===== src/inc/sec_cmd_params.svh =====
// offsets, field positions, reset values and timing counts for the secondary command block
`ifndef SEC_CMD_PARAMS_SVH
`define SEC_CMD_PARAMS_SVH
// ============================================================
// register map (byte addresses)
`define SEC_CMD_OFFSET 8'h44
`define SEC_CTRL_OFFSET 8'h48
// ============================================================
// command field positions
`define CMD_IO_EN_BIT 0
`define CMD_MEM_EN_BIT 1
`define CMD_MASTER_EN_BIT 2
`define CMD_SPECIAL_BIT 3
`define CMD_MWI_BIT 4
`define CMD_SNOOP_BIT 5
`define CMD_PARITY_EN_BIT 6
`define CMD_WAIT_BIT 7
`define CMD_SERR_EN_BIT 8
`define CMD_FBB_BIT 9
`define CMD_INT_DIS_BIT 10
// writable bits of the command word
`define CMD_RW_MASK 16'h0547
`define CMD_RESET 16'h0000
// status bit for pending legacy interrupt, in the upper half of the word
`define STAT_INT_PEND_BIT 19
// ============================================================
// bus answer
`define UNMAPPED_READ 32'h0000_0000
`define READ_LATENCY 1
`endif


===== src/inc/sec_cmd_pkg.sv =====
// types shared by the secondary command block
package sec_cmd_pkg;
	// bus slave states
	typedef enum logic [1:0] {
		BUS_IDLE = 2'b00,
		BUS_ACK = 2'b01
	} bus_state_t;
	// bridge direction
	typedef enum logic {
		DIR_FORWARD = 1'b0,
		DIR_REVERSE = 1'b1
	} bridge_dir_t;
endpackage


===== src/hdl/sec_cmd_reg.sv =====
// secondary interface command register with its gating of bridge actions
`timescale 1ns/100ps
`default_nettype none
`include "sec_cmd_params.svh"

module sec_cmd_reg
	import sec_cmd_pkg::*;
#(
	parameter int ADDR_W = 8 // byte address width
) (
	input wire logic clk_in, // bridge clock
	input wire logic rstn_in, // synchronous reset, active low
	// avalon-mm slave
	input wire logic [ADDR_W-1:0] address_in, // byte address
	input wire logic read_in, // read request
	input wire logic write_in, // write request
	input wire logic [31:0] writedata_in, // write data
	input wire logic [3:0] byteenable_in, // byte lanes
	output logic [31:0] readdata_out, // read data
	output logic waitrequest_out, // stall until answer
	// bridge side
	input wire logic reverse_mode_in, // high for reverse bridge
	input wire logic sec_io_req_in, // i/o access seen on secondary
	input wire logic sec_mem_rd_req_in, // memory read seen on secondary
	input wire logic sec_mem_wr_req_in, // memory write seen on secondary
	input wire logic fwd_master_req_in, // forwarded cycle wants secondary master
	input wire logic parity_err_in, // parity error or poisoned packet, pulse
	input wire logic sys_err_in, // error condition, pulse
	input wire logic intx_req_in, // legacy interrupt level request
	output logic io_accept_out, // accept secondary i/o
	output logic mem_rd_accept_out, // accept secondary memory read
	output logic mem_wr_accept_out, // accept secondary memory write
	output logic master_grant_out, // may master forwarded cycle
	output logic special_accept_out, // special cycle target, never
	output logic mwi_origin_out, // originate invalidate writes, never
	output logic snoop_accept_out, // palette snoop, never
	output logic parity_flag_set_out, // set master data parity flag, pulse
	output logic err_msg_out, // forward: send error message, pulse
	output logic serr_drive_out, // reverse: system error pin driven
	output logic intx_assert_out, // legacy interrupt message asserted
	output logic fbb_en_out // fast back-to-back, never
);

	// ============================================================
	// elaboration checks
	generate
		if (ADDR_W < 8) begin : addr_w_check
			$error("ADDR_W too small for the register map");
		end
	endgenerate

	// ============================================================
	// state
	logic [15:0] cmd_r; // command word
	logic [15:0] cmd_nxt;
	logic [31:0] rdata_r; // read data
	logic [31:0] rdata_nxt;
	bus_state_t bus_r; // bus answer state
	bus_state_t bus_nxt;
	logic serr_r; // system error pin level
	logic serr_nxt;
	logic intx_r; // legacy interrupt message level
	logic intx_nxt;
	logic pend_r; // interrupt request pending
	logic pend_nxt;
	logic perr_r; // parity flag pulse
	logic perr_nxt;
	logic emsg_r; // error message pulse
	logic emsg_nxt;

	// decode of a byte address to the command word
	function automatic logic hit_cmd(input logic [ADDR_W-1:0] a);
		// zero-extended compare, also safe when the address is exactly one byte wide
		hit_cmd = (a == ADDR_W'(`SEC_CMD_OFFSET));
	endfunction

	// merge byte lanes of write data into a 16 bit word
	function automatic logic [15:0] lane_merge(input logic [15:0] old,
			input logic [15:0] wd, input logic [1:0] be);
		lane_merge = {be[1] ? wd[15:8] : old[15:8], be[0] ? wd[7:0] : old[7:0]};
	endfunction

	// ============================================================
	// register bus: one wait cycle, then answer
	always_comb begin
		cmd_nxt = cmd_r;
		rdata_nxt = rdata_r;
		bus_nxt = bus_r;
		case (bus_r)
			BUS_IDLE: begin
				if (read_in || write_in) begin
					bus_nxt = BUS_ACK;
				end
			end
			BUS_ACK: begin
				// write takes effect here, read data was sampled in the idle cycle
				bus_nxt = BUS_IDLE;
			end
			default: begin
				bus_nxt = BUS_IDLE;
			end
		endcase
		if (bus_r == BUS_ACK && write_in && hit_cmd(address_in)) begin
			// write lands at the edge where waitrequest is seen low
			// only writable bits change, reserved and fixed bits stay zero
			cmd_nxt = lane_merge(cmd_r, writedata_in[15:0], byteenable_in[1:0])
				& `CMD_RW_MASK;
		end
		if (bus_r == BUS_IDLE && read_in) begin
			if (hit_cmd(address_in)) begin
				rdata_nxt = 32'h0000_0000;
				rdata_nxt[15:0] = cmd_r & `CMD_RW_MASK;
				rdata_nxt[`STAT_INT_PEND_BIT] = pend_r;
			end else begin
				rdata_nxt = `UNMAPPED_READ;
			end
		end
	end

	always_ff @(posedge clk_in) begin
		if (!rstn_in) begin
			cmd_r <= `CMD_RESET;
			rdata_r <= 32'h0000_0000;
			bus_r <= BUS_IDLE;
		end else begin
			cmd_r <= cmd_nxt;
			rdata_r <= rdata_nxt;
			bus_r <= bus_nxt;
		end
	end

	assign readdata_out = rdata_r;
	// combinational stall, drops in the answer cycle only
	assign waitrequest_out = (read_in || write_in) && (bus_r != BUS_ACK);

	// ============================================================
	// transaction gating
	logic io_en; // i/o response enabled
	logic mem_en; // memory response enabled
	logic mst_en; // bus mastering enabled
	assign io_en = cmd_r[`CMD_IO_EN_BIT];
	assign mem_en = cmd_r[`CMD_MEM_EN_BIT];
	assign mst_en = cmd_r[`CMD_MASTER_EN_BIT];
	assign io_accept_out = sec_io_req_in && io_en && mst_en;
	assign mem_rd_accept_out = sec_mem_rd_req_in && mem_en && mst_en;
	assign mem_wr_accept_out = sec_mem_wr_req_in && mst_en;
	assign master_grant_out = fwd_master_req_in && mst_en;
	assign special_accept_out = 1'b0;
	assign mwi_origin_out = 1'b0;
	assign snoop_accept_out = 1'b0;
	assign fbb_en_out = 1'b0;

	// ============================================================
	// errors and legacy interrupt
	always_comb begin
		perr_nxt = parity_err_in && cmd_r[`CMD_PARITY_EN_BIT];
		emsg_nxt = !reverse_mode_in && sys_err_in && cmd_r[`CMD_SERR_EN_BIT];
		serr_nxt = reverse_mode_in && sys_err_in && cmd_r[`CMD_SERR_EN_BIT];
		pend_nxt = intx_req_in;
		// disable both blocks new messages and drops an asserted one
		intx_nxt = intx_req_in && !cmd_nxt[`CMD_INT_DIS_BIT];
	end

	always_ff @(posedge clk_in) begin
		if (!rstn_in) begin
			perr_r <= 1'b0;
			emsg_r <= 1'b0;
			serr_r <= 1'b0;
			intx_r <= 1'b0;
			pend_r <= 1'b0;
		end else begin
			perr_r <= perr_nxt;
			emsg_r <= emsg_nxt;
			serr_r <= serr_nxt;
			intx_r <= intx_nxt;
			pend_r <= pend_nxt;
		end
	end

	assign parity_flag_set_out = perr_r;
	assign err_msg_out = emsg_r;
	assign serr_drive_out = serr_r;
	assign intx_assert_out = intx_r;

	// ============================================================
	// assertions
	property p_io_gate;
		@(posedge clk_in) disable iff (!rstn_in)
		!cmd_r[`CMD_IO_EN_BIT] |-> !io_accept_out;
	endproperty
	a_io_gate: assert property (p_io_gate) else $error("i/o accepted while disabled");

	property p_mem_gate;
		@(posedge clk_in) disable iff (!rstn_in)
		!cmd_r[`CMD_MEM_EN_BIT] |-> !mem_rd_accept_out;
	endproperty
	a_mem_gate: assert property (p_mem_gate) else $error("memory read accepted");

	property p_mst_gate;
		@(posedge clk_in) disable iff (!rstn_in)
		!cmd_r[`CMD_MASTER_EN_BIT] |-> !(master_grant_out || mem_wr_accept_out);
	endproperty
	a_mst_gate: assert property (p_mst_gate) else $error("mastering while disabled");

	property p_fixed_zero;
		@(posedge clk_in) disable iff (!rstn_in)
		cmd_r[15:11] == 5'h00 && cmd_r[9] == 1'b0 && cmd_r[5:3] == 3'h0 && cmd_r[7] == 1'b0;
	endproperty
	a_fixed_zero: assert property (p_fixed_zero) else $error("fixed bit not zero");

	property p_parity;
		@(posedge clk_in) disable iff (!rstn_in)
		parity_err_in && cmd_r[`CMD_PARITY_EN_BIT] |=> parity_flag_set_out;
	endproperty
	a_parity: assert property (p_parity) else $error("parity flag not set");

	property p_err_msg;
		@(posedge clk_in) disable iff (!rstn_in)
		err_msg_out |-> $past(cmd_r[`CMD_SERR_EN_BIT]) && !$past(reverse_mode_in);
	endproperty
	a_err_msg: assert property (p_err_msg) else $error("error message while disabled");

	property p_serr;
		@(posedge clk_in) disable iff (!rstn_in)
		serr_drive_out |-> $past(cmd_r[`CMD_SERR_EN_BIT]) && $past(reverse_mode_in);
	endproperty
	a_serr: assert property (p_serr) else $error("system error driven while disabled");

	property p_int_release;
		@(posedge clk_in) disable iff (!rstn_in)
		$rose(cmd_r[`CMD_INT_DIS_BIT]) |-> !intx_assert_out;
	endproperty
	a_int_release: assert property (p_int_release) else $error("interrupt not released");

	property p_int_block;
		@(posedge clk_in) disable iff (!rstn_in)
		cmd_r[`CMD_INT_DIS_BIT] |-> !intx_assert_out;
	endproperty
	a_int_block: assert property (p_int_block) else $error("interrupt while disabled");

	// gates must open once their enables are set
	property p_io_open;
		@(posedge clk_in) disable iff (!rstn_in)
		sec_io_req_in && cmd_r[`CMD_IO_EN_BIT] && cmd_r[`CMD_MASTER_EN_BIT] |-> io_accept_out;
	endproperty
	a_io_open: assert property (p_io_open) else $error("enabled i/o not accepted");

	property p_mem_open;
		@(posedge clk_in) disable iff (!rstn_in)
		sec_mem_rd_req_in && cmd_r[`CMD_MEM_EN_BIT] && cmd_r[`CMD_MASTER_EN_BIT]
		|-> mem_rd_accept_out;
	endproperty
	a_mem_open: assert property (p_mem_open) else $error("enabled read not accepted");

	property p_mst_open;
		@(posedge clk_in) disable iff (!rstn_in)
		fwd_master_req_in && cmd_r[`CMD_MASTER_EN_BIT] |-> master_grant_out;
	endproperty
	a_mst_open: assert property (p_mst_open) else $error("enabled master not granted");

	property p_parity_quiet;
		@(posedge clk_in) disable iff (!rstn_in)
		!cmd_r[`CMD_PARITY_EN_BIT] |=> !parity_flag_set_out;
	endproperty
	a_parity_quiet: assert property (p_parity_quiet) else $error("parity flag while off");

	property p_fixed_outputs;
		@(posedge clk_in) disable iff (!rstn_in)
		!(special_accept_out || mwi_origin_out || snoop_accept_out || fbb_en_out);
	endproperty
	a_fixed_outputs: assert property (p_fixed_outputs) else $error("unsupported feature on");

	// readback and status
	property p_rdata_reserved;
		@(posedge clk_in) disable iff (!rstn_in)
		readdata_out[31:20] == 12'h000 && readdata_out[18:16] == 3'h0 && readdata_out[15:11] == 5'h00;
	endproperty
	a_rdata_reserved: assert property (p_rdata_reserved) else $error("reserved bit read high");

	property p_int_pending;
		@(posedge clk_in) disable iff (!rstn_in)
		bus_r == BUS_ACK && read_in && hit_cmd(address_in)
		|-> readdata_out[`STAT_INT_PEND_BIT] == $past(intx_req_in, 2);
	endproperty
	a_int_pending: assert property (p_int_pending) else $error("pending status wrong");

	property p_cmd_write;
		@(posedge clk_in) disable iff (!rstn_in)
		bus_r == BUS_ACK && write_in && hit_cmd(address_in) && byteenable_in[1:0] == 2'b11
		|=> cmd_r == ($past(writedata_in[15:0]) & `CMD_RW_MASK);
	endproperty
	a_cmd_write: assert property (p_cmd_write) else $error("command write lost");

endmodule
`default_nettype wire


===== config.mk =====
export PLATFORM = sky130hd
export DESIGN_NAME = sec_cmd_reg
export DESIGN_NICKNAME = d
export VERILOG_FILES = /design/src/inc/sec_cmd_pkg.sv /design/src/hdl/sec_cmd_reg.sv
export VERILOG_INCLUDE_DIRS = /design/src /design/src/inc
export SDC_FILE = /design/constraint.sdc
export NUM_CORES = 1
export LEC_CHECK = 0
export ABC_AREA = 1
export BUFFER_PORTS_ARGS = -buffer_cell sky130_fd_sc_hd__buf_4
export CORE_ASPECT_RATIO = 0.75
export CORE_MARGIN = 5
export CORE_UTILIZATION = 39
export CTS_CLUSTER_DIAMETER = 120
export DETAILED_ROUTE_END_ITERATION = 12
export HOLD_SLACK_MARGIN = 0.1
export PLACE_DENSITY = 0.86
export SYNTH_ARGS = -nofsm -noshare
export SYNTH_HDL_FRONTEND = slang
export SYNTH_SLANG_ARGS = --single-unit

===== constraint.sdc =====
create_clock -name clk_in -period 2.4 [get_ports clk_in]
set_clock_uncertainty 0.05 [all_clocks]
set_input_delay 0.24 -clock clk_in [delete_from_list [all_inputs] [get_ports clk_in]]
set_output_delay 0.24 -clock clk_in [all_outputs]
set_load 0.02 [all_outputs]

; Yosys cells after proc, flatten, opt, wreduce, memory -nomap -nowiden
; Index checks and enable logic that the tools add are counted.
[classes]
n_eq_ne = 1
mux = 4
bitwise = 1
reduce_logical = 23
[op_table]
columns = operator, n
row1 = 20-bit 2-to-1 mux, 1
row2 = 1-bit logical AND, 16
row3 = 11-bit 2-to-1 mux, 1
row4 = 8-bit by 7-bit == test with 1-bit output (second input constant), 1
row5 = 7-bit 2-to-1 mux, 1
row6 = 2-bit AND reduction, 3
row7 = 3-bit 2-to-1 mux, 1
row8 = 1-bit logical NOT, 2
row9 = 2-bit logical NOT, 1
row10 = 1-bit logical OR, 1
row11 = 1-bit inverter, 1
[word_totals]
register_bits = 44
out_inout_bits = 45
word_cells = 39

; Depth between registers and ports, before layout
; Gate-level depths: netlist of run 1.
[logic_depth]
depth_word = 5
mapped_depth = 8

; Least setup slack after synthesis of run 1
; Ideal clock, no wire load.
[synth_timing]
kind = input-to-reg
from = input address_in[6]
to = register cmd_r[2]
t_arrival_ns = 0.850
t_required_ns = 2.237
path_slack_ns = 1.387
stages = 8
n_path_buf = 1
cell_sequence = inv_1 > nor2_1 > nand2_1 > nor2_2 > buf_6 > nand4_1 > nand2_1 > nor2_1
[synth_between]
elab_chain_len = 3
[synth_rtl]
columns = element, line_no
row1 = "start, declared", sec_cmd_reg.sv:14  ; input wire logic [ADDR_W-1:0] address_in,
row2 = 8-bit by 7-bit == test with 1-bit output, sec_cmd_reg.sv:74  ; hit_cmd = (a == ADDR_W'(`SEC_CMD_OFFSET));
row3 = 1-bit logical AND, sec_cmd_reg.sv:103  ; if (bus_r == BUS_ACK && write_in && hit_cmd(address_in)) begin
row4 = 2-bit AND reduction (no line), -
row5 = "end signal, assigned", sec_cmd_reg.sv:122  ; cmd_r <= `CMD_RESET;
row6 = "end signal, assigned", sec_cmd_reg.sv:126  ; cmd_r <= cmd_nxt;
row7 = "end, declared", sec_cmd_reg.sv:54  ; logic [15:0] cmd_r;
; Every way passes these cells.
; A chain may end at the register's enable or synchronous reset.

; Final worst setup path of run 1
[layout_timing]
from = register cmd_r[2]
to = output io_accept_out
[layout_between]
elab_chain_len = 1
[layout_rtl]
columns = element, line_no
row1 = 1-bit logical AND, sec_cmd_reg.sv:144  ; assign io_accept_out = sec_io_req_in && io_en && mst_en;
row2 = "end, declared", sec_cmd_reg.sv:30  ; output logic io_accept_out,
; Every way passes these cells.

==> results of run 1 <==
==> area by class of cell <==
cell class                 count  area [um2]
fill                         283        1260
timing repair buffer          45         340
multi-input combinational    110         490
sequential                    19         380
clock buffer                   3        41.3
clock inverter                 1        5.00
tap                           36        45.0
inverter                      22        82.6
==> power by group through the flow <==
stage / logic (mW) / registers [mW] / clock network (mW)
floorplan: 0.114 / 0.350 / 0
global placement: 0.147 / 0.339 / 0
detailed placement: 0.149 / 0.339 / 0
CTS: 0.151 / 0.332 / 0.229
global route: 0.165 / 0.333 / 0.242
finish: 0.151 / 0.332 / 0.218
==> metrics by stage <==
| step | setup WS [ns] | instance area (um2) | power [mW] |
|---|---|---|---|
| after detailed placement | 0.956 | 1330 | 0.489 |
| after global routing | 1.02 | 1390 | 0.740 |
| final | 1.12 | 1390 | 0.701 |
| after floorplan | 1.39 | 1190 | 0.464 |
| after global placement | 0.973 | 1330 | 0.486 |
| after CTS | 1.11 | 1390 | 0.712 |
==> sequential cells by signal, summed over array words and instances (netlist names) <==
signal,cells
serr_drive_out,1
parity_flag_set_out,1
intx_assert_out,1
err_msg_out,1
pend_r,1
cmd_r,6
readdata_out,7
bus_r,1
==> routing by layer <==
layer	up-vias	track usage, %	routed length [um]
met4	0	2.41	14
met3	2	4.69	255
met1	393	13.5	953
met2	42	18.8	1060
li1	504	-	-
met5	-	0	0
==> critical path, cell delays in order (launching register included) <==
cell and delay, ns:
dfxtp_1 0.40, inv_1 0.08, nor2_1 0.11, buf_4 0.15
==> kinds of logic after synthesis <==
logic type / share of synthesized area [%]
other cells: 0.344
compound gates: 9.31
simple gates: 25.7
flops: 34.9
buf+inv: 29.7
==> path summary, 6_finish.rpt <==
kind,to,startpoint
setup reg to reg,cmd_r[0],bus_r[0]
setup / recovery,io_accept_out,cmd_r[2]
hold / removal,pend_r,intx_req_in
hold reg to reg,readdata_out[19],pend_r
==> cell usage after synthesis <==
cell type / number / area share [%]
a21oi_2: 7 / 5.6
inv_2: 1 / 0.34
nor2_1: 25 / 8.6
nand4_1: 5 / 2.9
nor2_2: 3 / 1.7
o21ai_0: 4 / 1.8
nand3_2: 1 / 0.92
a21oi_1: 1 / 0.46
nor3_1: 1 / 0.46
conb_1: 1 / 0.34
clkbuf_1: 1 / 0.34
dfxtp_1: 19 / 35
nand2_2: 1 / 0.58
inv_1: 21 / 7.2
buf_4: 30 / 21
nand3_1: 2 / 0.92
o21ai_1: 3 / 1.4
buf_6: 1 / 1.0
nand2_1: 28 / 9.7
==> impl_metrics.yaml, run 1 <==
status:
  status: "finished clean"
grt:
  grt_max_degree: 16
  grt_pass1_vias: 828
  track_usage_pct: 11.3
  grt_overflow_total: 0
  grt_pass1_wl_um: 3680
  antenna_found_initial: 0
timing:
  report.final.slew_viol_count: 0
  setup_tns_ns: 0
  setup_viol: 0
  fin_crit_sh_pct: 53.3
  max_freq_ghz: 0.781
  grt_setup_unrepaired: "no"
  hold_viol_final: 0
  worst_pin_slew_ns: 0.517
  slew-limit-headroom_pct: 65.5
  whs_ns: 0.139
  post-route-min-period_ns: 1.28
cts:
  h-tree-depth: 1
  clockBufferDepth: 2
  post_cts_buffers: 0
  cts_hold_buf: 1
  cts-root-buf: "clkbuf_8"
  cts_tree: "done"
  clk_latency_ns: 0.26
  cts-resized-gates: 0
  cts_buffers: 3
  cts_sinks: 19
  clk_pin_slew_ns: 0.07
synth:
  synthDistinctLibCells: 19
  syn_inst: 155
  syn_area_per_cell_um2: 7.02
  synthesis.area_um2: 1090
  synth_seq_cells: 19
  yosysSeqAreaShare_pct: 34.9
  yosysWarnings: 0
power_and_ir_drop:
  p_leak_nw: 0.734
  clkPwrFrac_pct: 31.0
  power_frac_comb_pct: 21.6
  p_per_area_nw_per_um2: 506
  switching_share_pct: 29.0
  p_switching_mw: 0.204
  internal_power_mw: 0.498
  seq_power_share_pct: 47.4
  ir_drop_mv: 0.233
floorplan:
  die-area_um2: 3960
  rows: 16
  core_area_um2: 2640
  start_util_pct: 41.2
  io_pins: 101
  chipWidth_um: 71.0
  die_h_um: 55.8
setup_path:
  worst-path-max-fanout: 5
  crit_required_ns: 2.11
  critPathKind: "reg -> out"
  rr_worst_depth: 6
  arrival_ns: 0.99
  r2r_slack_ns: 1.27
  end_kind: "primary output"
  start_kind: "flip-flop"
place:
  gp_congestion: 0.735
  io_buffer_count: 43
  dp.final_hpwl_um: 1880
  placed_cells: 231
route:
  avgViaCountPerCell: 3.99
  firstDrtPassIters: 4
  totalWireLength_um: 2280
  wl_per_cell_um: 9.68
  first_iter_violations: 70
  vias: 941
  drtAntennaViolNets: 0
  drc: 0
hold_path:
  hold_depth: 3
  worstHoldPathType: "in -> reg"
finish:
  final_nets: 257
  diodes: 0
  most-common-layout-cells: "buf_4, conb_1, nand2_1"
  post_layout_nonfiller_instances: 236
  utilization_pct: 52.4
  layout-drive-gt1-share_pct: 30.5
  area_growth_syn_to_layout_pct: 27.2
  final_common_cell: "buf_4"
run:
  maxCapViolCount: 0
No activity file was read; power rests on OpenSTA's default activity.
==> run 2, diff against run 1 <==
- CORE_UTILIZATION: 39 -> 36
- PLACE_DENSITY: 0.86 -> 0.81
- clock period: 2.4 -> 1.25 ns (I/O delays scaled with it)
==> run 2 against run 1 <==
Sequential share of layout area is 1.1 points lower. Total power is 93% higher. Global-route usage is 0.86 points lower. Worst setup slack worse by 1.0 ns. Final cell count is 3.0% higher. Sequential power is 92% higher. Hold slack worse by 0.00082 ns. Design area is 4.3% higher. Largest cell class unchanged. Largest power group unchanged.
==> impl_metrics.yaml, run 2 (same netlist as run 1, synthesis figures left out) <==
grt:
  grt_pass1_vias: 836
  track_usage_pct: 10.4
  grt_overflow_total: 0
  antenna_found_initial: 0
  grt_pass1_wl_um: 3570
  grt_max_degree: 16
floorplan:
  rows: 17
  start_util_pct: 37.4
  core_area_um2: 2910
  io_pins: 101
  chipWidth_um: 73.5
  die_h_um: 57.6
  die-area_um2: 4230
cts:
  cts_sinks: 19
  cts-root-buf: "clkbuf_8"
  clk_pin_slew_ns: 0.07
  cts-resized-gates: 0
  clockBufferDepth: 2
  cts_tree: "done"
  cts_buffers: 3
  cts_hold_buf: 4
  h-tree-depth: 1
  clk_latency_ns: 0.25
  post_cts_buffers: 0
place:
  dp.final_hpwl_um: 1930
  io_buffer_count: 43
  gp_congestion: 0.748
timing:
  max_freq_ghz: 0.866
  grt_setup_unrepaired: "no"
  whs_ns: 0.138
  fin_crit_sh_pct: 92.4
  report.final.slew_viol_count: 0
  post-route-min-period_ns: 1.16
  hold_viol_final: 0
  setup_viol: 0
  setup_tns_ns: 0
finish:
  final_common_cell: "buf_4"
  layout-drive-gt1-share_pct: 30.7
  final_nets: 262
  diodes: 0
  multi_input_area_um2: 490
  largest_reg_flops: 7
  fill_cells: 311
  area_growth_syn_to_layout_pct: 32.8
  most-common-layout-cells: "buf_4, conb_1, nand2_1"
  seqCellArea_um2: 380
power_and_ir_drop:
  p_per_area_nw_per_um2: 937
  p_leak_nw: 0.761
  ir_drop_mv: 0.364
setup_path:
  start_kind: "flip-flop"
  arrival_ns: 0.98
  end_kind: "primary output"
  crit_required_ns: 1.08
  worst-path-max-fanout: 5
  critPathKind: "reg -> out"
route:
  firstDrtPassIters: 4
  totalWireLength_um: 2330
  wl_per_cell_um: 9.59
  drtAntennaViolNets: 0
  first_iter_violations: 37
  vias: 964
  avgViaCountPerCell: 3.97
  drc: 0
hold_path:
  worstHoldPathType: "in -> reg"
run:
  maxCapViolCount: 0
status:
  status: "finished clean"
==> run 2: layout make-up <==
type / count / area share (%)
Tap cell: 38 / 3.29
Inverter: 22 / 5.71
Clock buffer: 3 / 2.86
Clock inverter: 1 / 0.346
Timing Repair Buffer: 50 / 27.5
Sequential cell: 19 / 26.3
Multi-Input combinational cell: 110 / 33.9
==> run 2: where the power goes <==
part	switching [mW]	internal, mW	leakage (nW)
Sequential	0.0105	0.627	0.155
Combinational	0.187	0.122	0.581
Clock	0.187	0.221	0.0255
Total	0.385	0.970	0.761
==> run 2: routing by layer <==
| metal | share of wire [%] | vias up | GRT usage [%] |
|---|---|---|---|
| met2 | 46 | 43 | 16.5 |
| met4 | 0.47 | 0 | 2.33 |
| li1 | - | 510 | - |
| met5 | 0 | - | 0 |
| met3 | 11 | 2 | 4.16 |
| met1 | 43 | 409 | 13.3 |
==> run 2: final timing paths <==
path                               start                to  slack, ns  cells past startpoint
worst max-delay path            cmd_r[2]     io_accept_out       0.09                      3
worst min-delay path             rstn_in          cmd_r[1]       0.14                      3
worst max register to register  bus_r[0]          cmd_r[2]       0.17                      6
worst min register to register    pend_r  readdata_out[19]       0.40                      2
==> run 2: critical path, stage by stage, from the launching register on <==
cell     delay [ns]
dfxtp_1        0.40
inv_1          0.07
nor2_1         0.11
buf_4          0.15
==> run 2: metrics by stage <==
stage	instances	instance area, um2	total power [mW]	setup WS, ns	utilization, %
global route	243	1450	1.44	0.0152	49.6
detailed placement	235	1360	0.948	0.169	46.6
floorplan	183	1190	0.891	0.245	-
CTS	243	1450	1.37	0.0853	49.6
finish	243	1450	1.35	0.0946	49.6
global placement	235	1360	0.944	0.177	46.6
